==> src/rcf_pkg.sv <==
// package for the reset cause flag register block
package rcf_pkg;

  // ----------------------------------------
  // register indices, byte address is 4x
  // ----------------------------------------
  localparam logic [7:0] RCF_CTRL_IDX = 8'h00;
  localparam logic [7:0] RCF_FLAGS_IDX = 8'h0A;
  localparam logic [9:0] RCF_CTRL_ADDR = {RCF_CTRL_IDX, 2'b00};
  localparam logic [9:0] RCF_FLAGS_ADDR = {RCF_FLAGS_IDX, 2'b00};

  // ----------------------------------------
  // flag field positions
  // ----------------------------------------
  localparam int RCF_DEEP_OFF_BIT = 15;
  localparam int RCF_HIGH_SUP_BIT = 13;
  localparam int RCF_CORE_SUP_BIT = 12;
  localparam int RCF_SOFT_POR_BIT = 10;
  localparam int RCF_RST_PIN_BIT = 9;
  localparam int RCF_SOFT_BOR_BIT = 8;
  localparam logic [15:0] RCF_FLAGS_MASK = 16'hB700;
  localparam logic [15:0] RCF_FLAGS_RESET = 16'h0000;

  // ----------------------------------------
  // control field positions and reset value
  // ----------------------------------------
  localparam int RCF_HIGH_EN_BIT = 6;
  localparam int RCF_CORE_EN_BIT = 5;
  localparam int RCF_SOFT_POR_TRIG_BIT = 3;
  localparam int RCF_SOFT_BOR_TRIG_BIT = 2;
  localparam logic [15:0] RCF_CTRL_MASK = 16'h0060;
  localparam logic [15:0] RCF_CTRL_RESET = 16'h0060;

  // ----------------------------------------
  // synchroniser depth
  // ----------------------------------------
  localparam int RCF_SYNC_STAGES = 2;

  // ----------------------------------------
  // carriers
  // ----------------------------------------
  typedef struct packed {
    logic deepOffWake;
    logic highSupTrip;
    logic coreSupTrip;
    logic brownout;
    logic resetPin;
  } rcf_cause_t;

  typedef struct packed {
    logic softPorReq;
    logic softBorReq;
  } rcf_req_t;

endpackage

==> src/rcf_reset_cause_flags.sv <==
// reset cause flag register with apb slave and software reset triggers
`timescale 1ns/10ps
// Operation
// deep-off flag set only on deep-off wake
// main supply failure clears deep-off flag
// high flag: supply below high, above brownout
// core flag: core low, supply above high
// soft power-on flag set by soft request
// reset pin flag set by reset pin
// soft brownout flag set by soft request
// flags loaded by write, cleared by vector read
// reserved bits read zero, ignore writes
// flags forwarded to system nmi generator
// soft power-on trigger starts reset, self-clears
// flags survive the resets they record
module rcf_reset_cause_flags
  import rcf_pkg::*;
#(
  parameter int ADDR_W = 12
) (
  // clock and resets
  input wire logic clock,
  input wire logic rst_n,
  input wire logic porRst_n,
  input wire logic clockEnable,
  // apb slave
  input wire logic psel,
  input wire logic penable,
  input wire logic pwrite,
  input wire logic [ADDR_W-1:0] paddr,
  input wire logic [31:0] pwdata,
  input wire logic [3:0] pstrb,
  output logic [31:0] prdata,
  output logic pready,
  output logic pslverr,
  // reset sources, asynchronous levels
  input wire rcf_cause_t causeIn,
  // reset vector word read, same clock pulse
  input wire logic vectorRead,
  // reset requests and enables
  output rcf_req_t resetReq,
  output logic highSupEnable,
  output logic coreSupEnable,
  // flags toward system nmi vector
  output logic [15:0] nmiFlags,
  output logic nmiFlagAny
);

  // ----------------------------------------
  // elaboration checks
  // ----------------------------------------
  if (ADDR_W < 11) begin : gAddrCheck
    $error("ADDR_W too small for register map");
  end
  if (ADDR_W > 32) begin : gAddrMaxCheck
    $error("ADDR_W wider than the bus");
  end
  if (RCF_SYNC_STAGES != 2) begin : gSyncCheck
    $error("synchroniser depth must be two");
  end

  // ----------------------------------------
  // field position checks
  // ----------------------------------------
  localparam logic [15:0] FLAG_BITS = 16'(
    (1 << RCF_DEEP_OFF_BIT) | (1 << RCF_HIGH_SUP_BIT) | (1 << RCF_CORE_SUP_BIT) |
    (1 << RCF_SOFT_POR_BIT) | (1 << RCF_RST_PIN_BIT) | (1 << RCF_SOFT_BOR_BIT));
  localparam logic [15:0] CTRL_BITS = 16'((1 << RCF_HIGH_EN_BIT) | (1 << RCF_CORE_EN_BIT));
  localparam logic [15:0] TRIG_BITS = 16'(
    (1 << RCF_SOFT_POR_TRIG_BIT) | (1 << RCF_SOFT_BOR_TRIG_BIT));

  if (FLAG_BITS != RCF_FLAGS_MASK) begin : gFlagMaskCheck
    $error("flag mask disagrees with flag positions");
  end
  if (CTRL_BITS != RCF_CTRL_MASK) begin : gCtrlMaskCheck
    $error("control mask disagrees with enable positions");
  end
  if ((TRIG_BITS & RCF_CTRL_MASK) != 16'h0000) begin : gTrigCheck
    $error("trigger bits must read as zero");
  end
  if (RCF_SOFT_POR_TRIG_BIT > 7 || RCF_SOFT_BOR_TRIG_BIT > 7) begin : gLaneCheck
    $error("trigger bits must sit in the low lane");
  end
  if ((RCF_CTRL_RESET & ~RCF_CTRL_MASK) != 16'h0000) begin : gCtrlResetCheck
    $error("control reset value outside its mask");
  end
  if ((RCF_FLAGS_RESET & ~RCF_FLAGS_MASK) != 16'h0000) begin : gFlagResetCheck
    $error("flag reset value outside its mask");
  end
  if (RCF_CTRL_ADDR == RCF_FLAGS_ADDR) begin : gMapCheck
    $error("registers share an address");
  end
  if (RCF_CTRL_ADDR[1:0] != 2'b00 || RCF_FLAGS_ADDR[1:0] != 2'b00) begin : gAlignCheck
    $error("register addresses must be word aligned");
  end

  // ----------------------------------------
  // input synchronisers
  // ----------------------------------------
  localparam int NC = $bits(rcf_cause_t);
  logic [NC-1:0] syncA_r;
  logic [NC-1:0] syncB_r;
  rcf_cause_t cause;

  genvar gi;
  generate
    for (gi = 0; gi < NC; gi++) begin : gSync
      always_ff @(posedge clock or negedge porRst_n) begin
        if (!porRst_n) begin
          syncA_r[gi] <= 1'b0;
          syncB_r[gi] <= 1'b0;
        end else if (clockEnable) begin
          syncA_r[gi] <= causeIn[gi];
          syncB_r[gi] <= syncA_r[gi];
        end
      end
    end
  endgenerate

  // ----------------------------------------
  // synchronised causes
  // ----------------------------------------
  assign cause = rcf_cause_t'(syncB_r);

  // ----------------------------------------
  // apb decode
  // ----------------------------------------
  wire setupPhase = psel && !penable;
  wire accessDone = psel && penable && pready;

  // ----------------------------------------
  // address decode
  // ----------------------------------------
  wire hitCtrl = paddr[9:0] == RCF_CTRL_ADDR && paddr[ADDR_W-1:10] == '0;
  wire hitFlags = paddr[9:0] == RCF_FLAGS_ADDR && paddr[ADDR_W-1:10] == '0;
  wire hitAny = hitCtrl || hitFlags;
  wire wrCtrl = accessDone && pwrite && hitCtrl;
  wire wrFlags = accessDone && pwrite && hitFlags;
  wire [1:0] laneEn = pstrb[1:0];

  // ----------------------------------------
  // control register
  // ----------------------------------------
  logic [15:0] ctrl_r;
  logic [15:0] ctrl_nxt;
  rcf_req_t req_r;
  rcf_req_t req_nxt;

  // ----------------------------------------
  // control write merge
  // ----------------------------------------
  wire [15:0] wrMerged = {
    laneEn[1] ? pwdata[15:8] : ctrl_r[15:8],
    laneEn[0] ? pwdata[7:0] : ctrl_r[7:0]
  };

  assign ctrl_nxt = wrCtrl ? (wrMerged & RCF_CTRL_MASK) : ctrl_r;

  // ----------------------------------------
  // software reset requests
  // ----------------------------------------
  // trigger bits read zero, so they give a one-cycle request
  assign req_nxt.softPorReq = wrCtrl && laneEn[0] && pwdata[RCF_SOFT_POR_TRIG_BIT];
  assign req_nxt.softBorReq = wrCtrl && laneEn[0] && pwdata[RCF_SOFT_BOR_TRIG_BIT];

  always_ff @(posedge clock or negedge rst_n) begin
    if (!rst_n) begin
      ctrl_r <= RCF_CTRL_RESET;
      req_r <= '0;
    end else if (clockEnable) begin
      ctrl_r <= ctrl_nxt;
      req_r <= req_nxt;
    end
  end

  wire highEn = ctrl_r[RCF_HIGH_EN_BIT];

  // ----------------------------------------
  // flag set terms
  // ----------------------------------------
  logic [15:0] flags_r;
  logic [15:0] flags_nxt;
  logic [15:0] setVec;
  logic [15:0] kept;

  wire mainFail = cause.brownout || (cause.highSupTrip && highEn);
  wire setDeep = cause.deepOffWake && !mainFail;
  wire setHigh = cause.highSupTrip && !cause.brownout;
  wire setCore = cause.coreSupTrip && !cause.highSupTrip;
  wire setPor = req_nxt.softPorReq;
  wire setPin = cause.resetPin;
  wire setBor = req_nxt.softBorReq;

  always_comb begin
    setVec = '0;
    setVec[RCF_DEEP_OFF_BIT] = setDeep;
    setVec[RCF_HIGH_SUP_BIT] = setHigh;
    setVec[RCF_CORE_SUP_BIT] = setCore;
    setVec[RCF_SOFT_POR_BIT] = setPor;
    setVec[RCF_RST_PIN_BIT] = setPin;
    setVec[RCF_SOFT_BOR_BIT] = setBor;
  end

  // ----------------------------------------
  // flag clear terms
  // ----------------------------------------
  wire flagWrLo = wrFlags && laneEn[0];
  wire flagWrHi = wrFlags && laneEn[1];
  wire clrDeep = mainFail;

  always_comb begin
    kept = flags_r;
    if (vectorRead) begin
      kept = '0;
    end
    if (flagWrHi) begin
      kept[15:8] = pwdata[15:8];
    end
    if (flagWrLo) begin
      kept[7:0] = pwdata[7:0];
    end
    if (clrDeep) begin
      kept[RCF_DEEP_OFF_BIT] = 1'b0;
    end
  end

  // ----------------------------------------
  // flag next value
  // ----------------------------------------
  // set wins over any clear
  assign flags_nxt = (kept | setVec) & RCF_FLAGS_MASK;

  // ----------------------------------------
  // flag storage
  // ----------------------------------------
  // of the two resets, only the power-on reset clears the flags
  always_ff @(posedge clock or negedge porRst_n) begin
    if (!porRst_n) begin
      flags_r <= RCF_FLAGS_RESET;
    end else if (clockEnable) begin
      flags_r <= flags_nxt;
    end
  end

  // ----------------------------------------
  // apb answer
  // ----------------------------------------
  logic [31:0] rdata_r;
  logic ready_r;
  logic err_r;
  logic [15:0] rdSel;

  // ----------------------------------------
  // read select
  // ----------------------------------------
  assign rdSel = hitFlags ? flags_r & RCF_FLAGS_MASK :
    hitCtrl ? ctrl_r & RCF_CTRL_MASK : 16'h0000;

  always_ff @(posedge clock or negedge rst_n) begin
    if (!rst_n) begin
      rdata_r <= 32'h00000000;
      ready_r <= 1'b0;
      err_r <= 1'b0;
    end else if (clockEnable) begin
      ready_r <= setupPhase;
      err_r <= setupPhase && !hitAny;
      if (setupPhase) begin
        rdata_r <= {16'h0000, rdSel};
      end
    end
  end

  assign prdata = rdata_r;
  assign pready = ready_r;
  assign pslverr = err_r;

  // ----------------------------------------
  // outputs toward the system
  // ----------------------------------------
  logic [15:0] nmi_r;
  logic nmiAny_r;

  always_ff @(posedge clock or negedge porRst_n) begin
    if (!porRst_n) begin
      nmi_r <= 16'h0000;
      nmiAny_r <= 1'b0;
    end else if (clockEnable) begin
      nmi_r <= flags_nxt;
      nmiAny_r <= |flags_nxt;
    end
  end

  // ----------------------------------------
  // output ports
  // ----------------------------------------
  assign nmiFlags = nmi_r;
  assign nmiFlagAny = nmiAny_r;
  assign resetReq = req_r;
  assign highSupEnable = ctrl_r[RCF_HIGH_EN_BIT];
  assign coreSupEnable = ctrl_r[RCF_CORE_EN_BIT];

endmodule

==> config.mk <==
export PLATFORM = sky130hd
export DESIGN_NAME = rcf_reset_cause_flags
export DESIGN_NICKNAME = d
export VERILOG_FILES = /design/src/rcf_pkg.sv /design/src/rcf_reset_cause_flags.sv
export SDC_FILE = /design/constraint.sdc
export NUM_CORES = 1
export LEC_CHECK = 0
export ABC_AREA = 0
export BUFFER_PORTS_ARGS = -buffer_cell sky130_fd_sc_hd__buf_2
export CORE_MARGIN = 4
export CORE_UTILIZATION = 44
export CTS_CLUSTER_SIZE = 40
export DETAILED_ROUTE_END_ITERATION = 8
export GPL_ROUTABILITY_DRIVEN = 1
export PLACE_DENSITY = 0.85
export SYNTH_ARGS = -nofsm -noshare
export SYNTH_HDL_FRONTEND = slang
export SYNTH_SLANG_ARGS = --single-unit
==> constraint.sdc <==
create_clock -name clock -period 5.11 [get_ports clock]
set_clock_uncertainty 0.15 [all_clocks]
set_input_delay 1.2775 -clock clock [delete_from_list [all_inputs] [get_ports clock]]
set_output_delay 1.2775 -clock clock [all_outputs]
set_load 0.02 [all_outputs]
==> impl_metrics.csv <==
group,metric,value,unit
outcome,outcome,"completed",
route,dr_total_vias,1260,
clocking,holdBufCountCts,0,
power_and_ir_drop,combPwrFrac,17.3,%
power_and_ir_drop,p_leak,0.998,nW
synth,synth_cell_types,32,
die,io_pins,116,
clocking,cts_buffer_depth,2,
synth,ys_ff_latch,31,
route,via_per_inst,4.81,
route,drcViolationCount,0,
timing,worst_hold_slack,0.333,ns
timing,period_share,56.4,%
place,place.gp.congestion,0.791,
timing,fin_crit,2.88,ns
synth,yosysSeqAreaShare,46.3,%
clocking,post-cts-setup-buffers,0,
cells_and_area,nets,274,
grt,antenna_found_initial,0,
cells_and_area,seq_area,778,um^2
grt,grt_start_max_net_pins,22,
timing,hold_violations,0,
timing,slew_headroom,57.5,%
power_and_ir_drop,netSwitchingFraction,27.4,%
clocking,cts_tree,"built",
route,wl,3680,um
worst_setup_path,path_max_fanout,7,
die,rows,22,
timing,worst_slew_pin_slew,0.632,ns
cells_and_area,fillerInstances,345,
synth,syn_area,1680,um^2
clocking,cts_buffers,5,
power_and_ir_drop,power_density,318,nW/um^2
clocking,cts_root_buffer,"clkbuf_8",
grt,grt_pass1_vias,1276,
worst_setup_path,crit_path_end_kind,"flop",
route,wl_per_cell,14.0,um
die,start_util,45.6,%
clocking,clk_latency,0.29,ns
power_and_ir_drop,pwr-share-clk,38.6,%
run,cap_violations,0,
die,core,3690,um^2
cells_and_area,n_antenna_cell,0,
timing,max_freq,347,MHz
clocking,cts.sinks,31,
cells_and_area,drive_gt1_share,39.7,%
die,die_y,69.8,um
timing,setup_tns,0,ns
die,die_area,4870,um^2
route,firstDrtPassIters,4,
cells_and_area,multi_input_area,742,um^2
clocking,clk_pin_slew,0.07,ns
timing,drv_slew,0,
cells_and_area,area_growth,19.0,%
synth,synth_cells,153,
power_and_ir_drop,intPower,463,uW
timing,setup_viol,0,
worst_hold_path,hp-class,"reg -> reg",
die,die_w,69.8,um
synth,synth_area_per_cell,11.0,um^2
power_and_ir_drop,vdd_ir_drop_max,154,uV
worst_setup_path,critPathKind,"in -> reg",
power_and_ir_drop,p_sw,174,uW
route,drtIter0Drc,29,
place,dp_hpwl,3040,um
clocking,h-tree-depth,2,
place,port_buffers,57,
grt,overflow,0,
grt,grt_pass1_wl,5870,um
worst_setup_path,start_kind,"input port",
timing,rsz0062_at_grt,"false",
worst_setup_path,arrival,2.89,ns
worst_setup_path,required,5.11,ns
synth,yosysWarnings,0,
route,ant_nets,0,
grt,grt_use_total,15.5,%
cells_and_area,final_common_cell,"buf_2",
clocking,post_cts_resized,0,
cells_and_area,layout_common_cells,"57 x buf_2, 34 x conb_1, 29 x dfrtp_1",
power_and_ir_drop,p_seq_share,44.1,%
[critical path, cell delays in order]
cell	delay [ns]
buf_2	0.11
nor4_4	0.36
nand4_4	0.20
or3_4	0.44
a2111oi_4	0.34
a41oi_1	0.15
[synth_stat cells]
master | number | share of area [%]
buf_4 | 34 | 15
dfrtp_1 | 29 | 43
mux2_2 | 12 | 8.0
nand2_1 | 7 | 1.6
o21ai_0 | 7 | 2.1
a22o_1 | 6 | 3.1
nor2_1 | 6 | 1.3
o2bb2ai_1 | 6 | 3.1
a21oi_1 | 5 | 1.5
inv_1 | 5 | 1.1
nand3_1 | 5 | 1.5
a31oi_1 | 3 | 1.1
clkbuf_1 | 3 | 0.67
nor3_1 | 3 | 0.89
and4_1 | 2 | 1.0
dfstp_2 | 2 | 3.1
nor2b_1 | 2 | 0.74
nor4_4 | 2 | 2.5
a2111oi_4 | 1 | 1.6
a221o_1 | 1 | 0.60
a22oi_1 | 1 | 0.45
a41oi_1 | 1 | 0.52
and3_1 | 1 | 0.37
conb_1 | 1 | 0.22
nand3b_1 | 1 | 0.45
nand4_4 | 1 | 1.3
nor3b_1 | 1 | 0.45
o211ai_1 | 1 | 0.45
o22ai_1 | 1 | 0.37
or2_2 | 1 | 0.37
or3_1 | 1 | 0.37
or3_4 | 1 | 0.67
[layout make-up]
cell class / count / share of cell area (%)
flip-flops and latches: 31 / 38.9
clock inverters: 2 / 1.75
inverters: 5 / 0.938
repair buffers: 57 / 14.3
clock buffers: 6 / 4.13
multi-input cells: 113 / 37.1
well taps: 48 / 3.00
[routing by layer]
layer / GRT usage (%) / share of wire [%] / vias to the layer above / wire (um)
met1: 16.4 / 37 / 601 / 1380
met2: 27.3 / 54 / 47 / 1980
met5: 0 / 0 / - / 0
met4: 7.66 / 1.8 / 0 / 65
li1: - / - / 604 / -
met3: 5.36 / 6.9 / 8 / 254
[cells by family (layout without fill, tap and decap cells)]
| logic type | Yosys count | in the layout | share of synthesized area [%] |
|---|---|---|---|
| simple gates | 34 | 34 | 13.5 |
| flops | 31 | 31 | 46.3 |
| mux | 12 | 12 | 8.04 |
| other cells | 1 | 34 | 0.223 |
| compound gates | 33 | 33 | 15.0 |
| buf+inv | 42 | 70 | 17.0 |
[metrics by stage]
stage	area, um^2	util (%)	power (mW)	worst slack [ns]	std cells
2_1_floorplan	1810	-	0.374	2.18	186
3_3_place_gp	1880	51.1	0.392	1.96	254
3_5_place_dp	1880	51.1	0.396	1.93	254
4_1_cts	2000	54.3	0.645	2.23	262
5_1_grt	2000	54.3	0.668	2.11	262
6_report	2000	54.3	0.637	2.23	262
[registers in the layout (all words and copies together) (netlist names), 2 cells and up]
| register | cells |
|---|---|
| prdata | 8 |
| flags_r | 6 |
| syncA_r | 5 |
| cause | 4 |
| ctrl_r | 2 |
| resetReq | 2 |
[power by group through the flow]
stage | combinational [mW] | sequential, mW | clock [mW]
3_3_place_gp | 0.108 | 0.284 | 0
5_1_grt | 0.120 | 0.284 | 0.264
2_1_floorplan | 0.0801 | 0.294 | 0
4_1_cts | 0.111 | 0.281 | 0.253
3_5_place_dp | 0.110 | 0.285 | 0
6_report | 0.110 | 0.281 | 0.246
[path summary, 6_finish.rpt]
| path | from | endpoint | slack [ns] | cells after the start |
|---|---|---|---|---|
| worst max-delay path | paddr[1] | nmiFlagAny | 2.23 | 6 |
| worst min-delay path | prdata[6] | prdata[6] | 0.33 | 2 |
| worst max register to register | pready | nmiFlagAny | 3.07 | 5 |
| worst min register to register | prdata[6] | prdata[6] | 0.33 | 2 |
| max in group asynchronous | porRst_n | flags_r[15] | 3.79 | 1 |
| min in group asynchronous | rst_n | prdata[15] | 0.72 | 1 |
No activity file was read; power rests on OpenSTA's default activity.
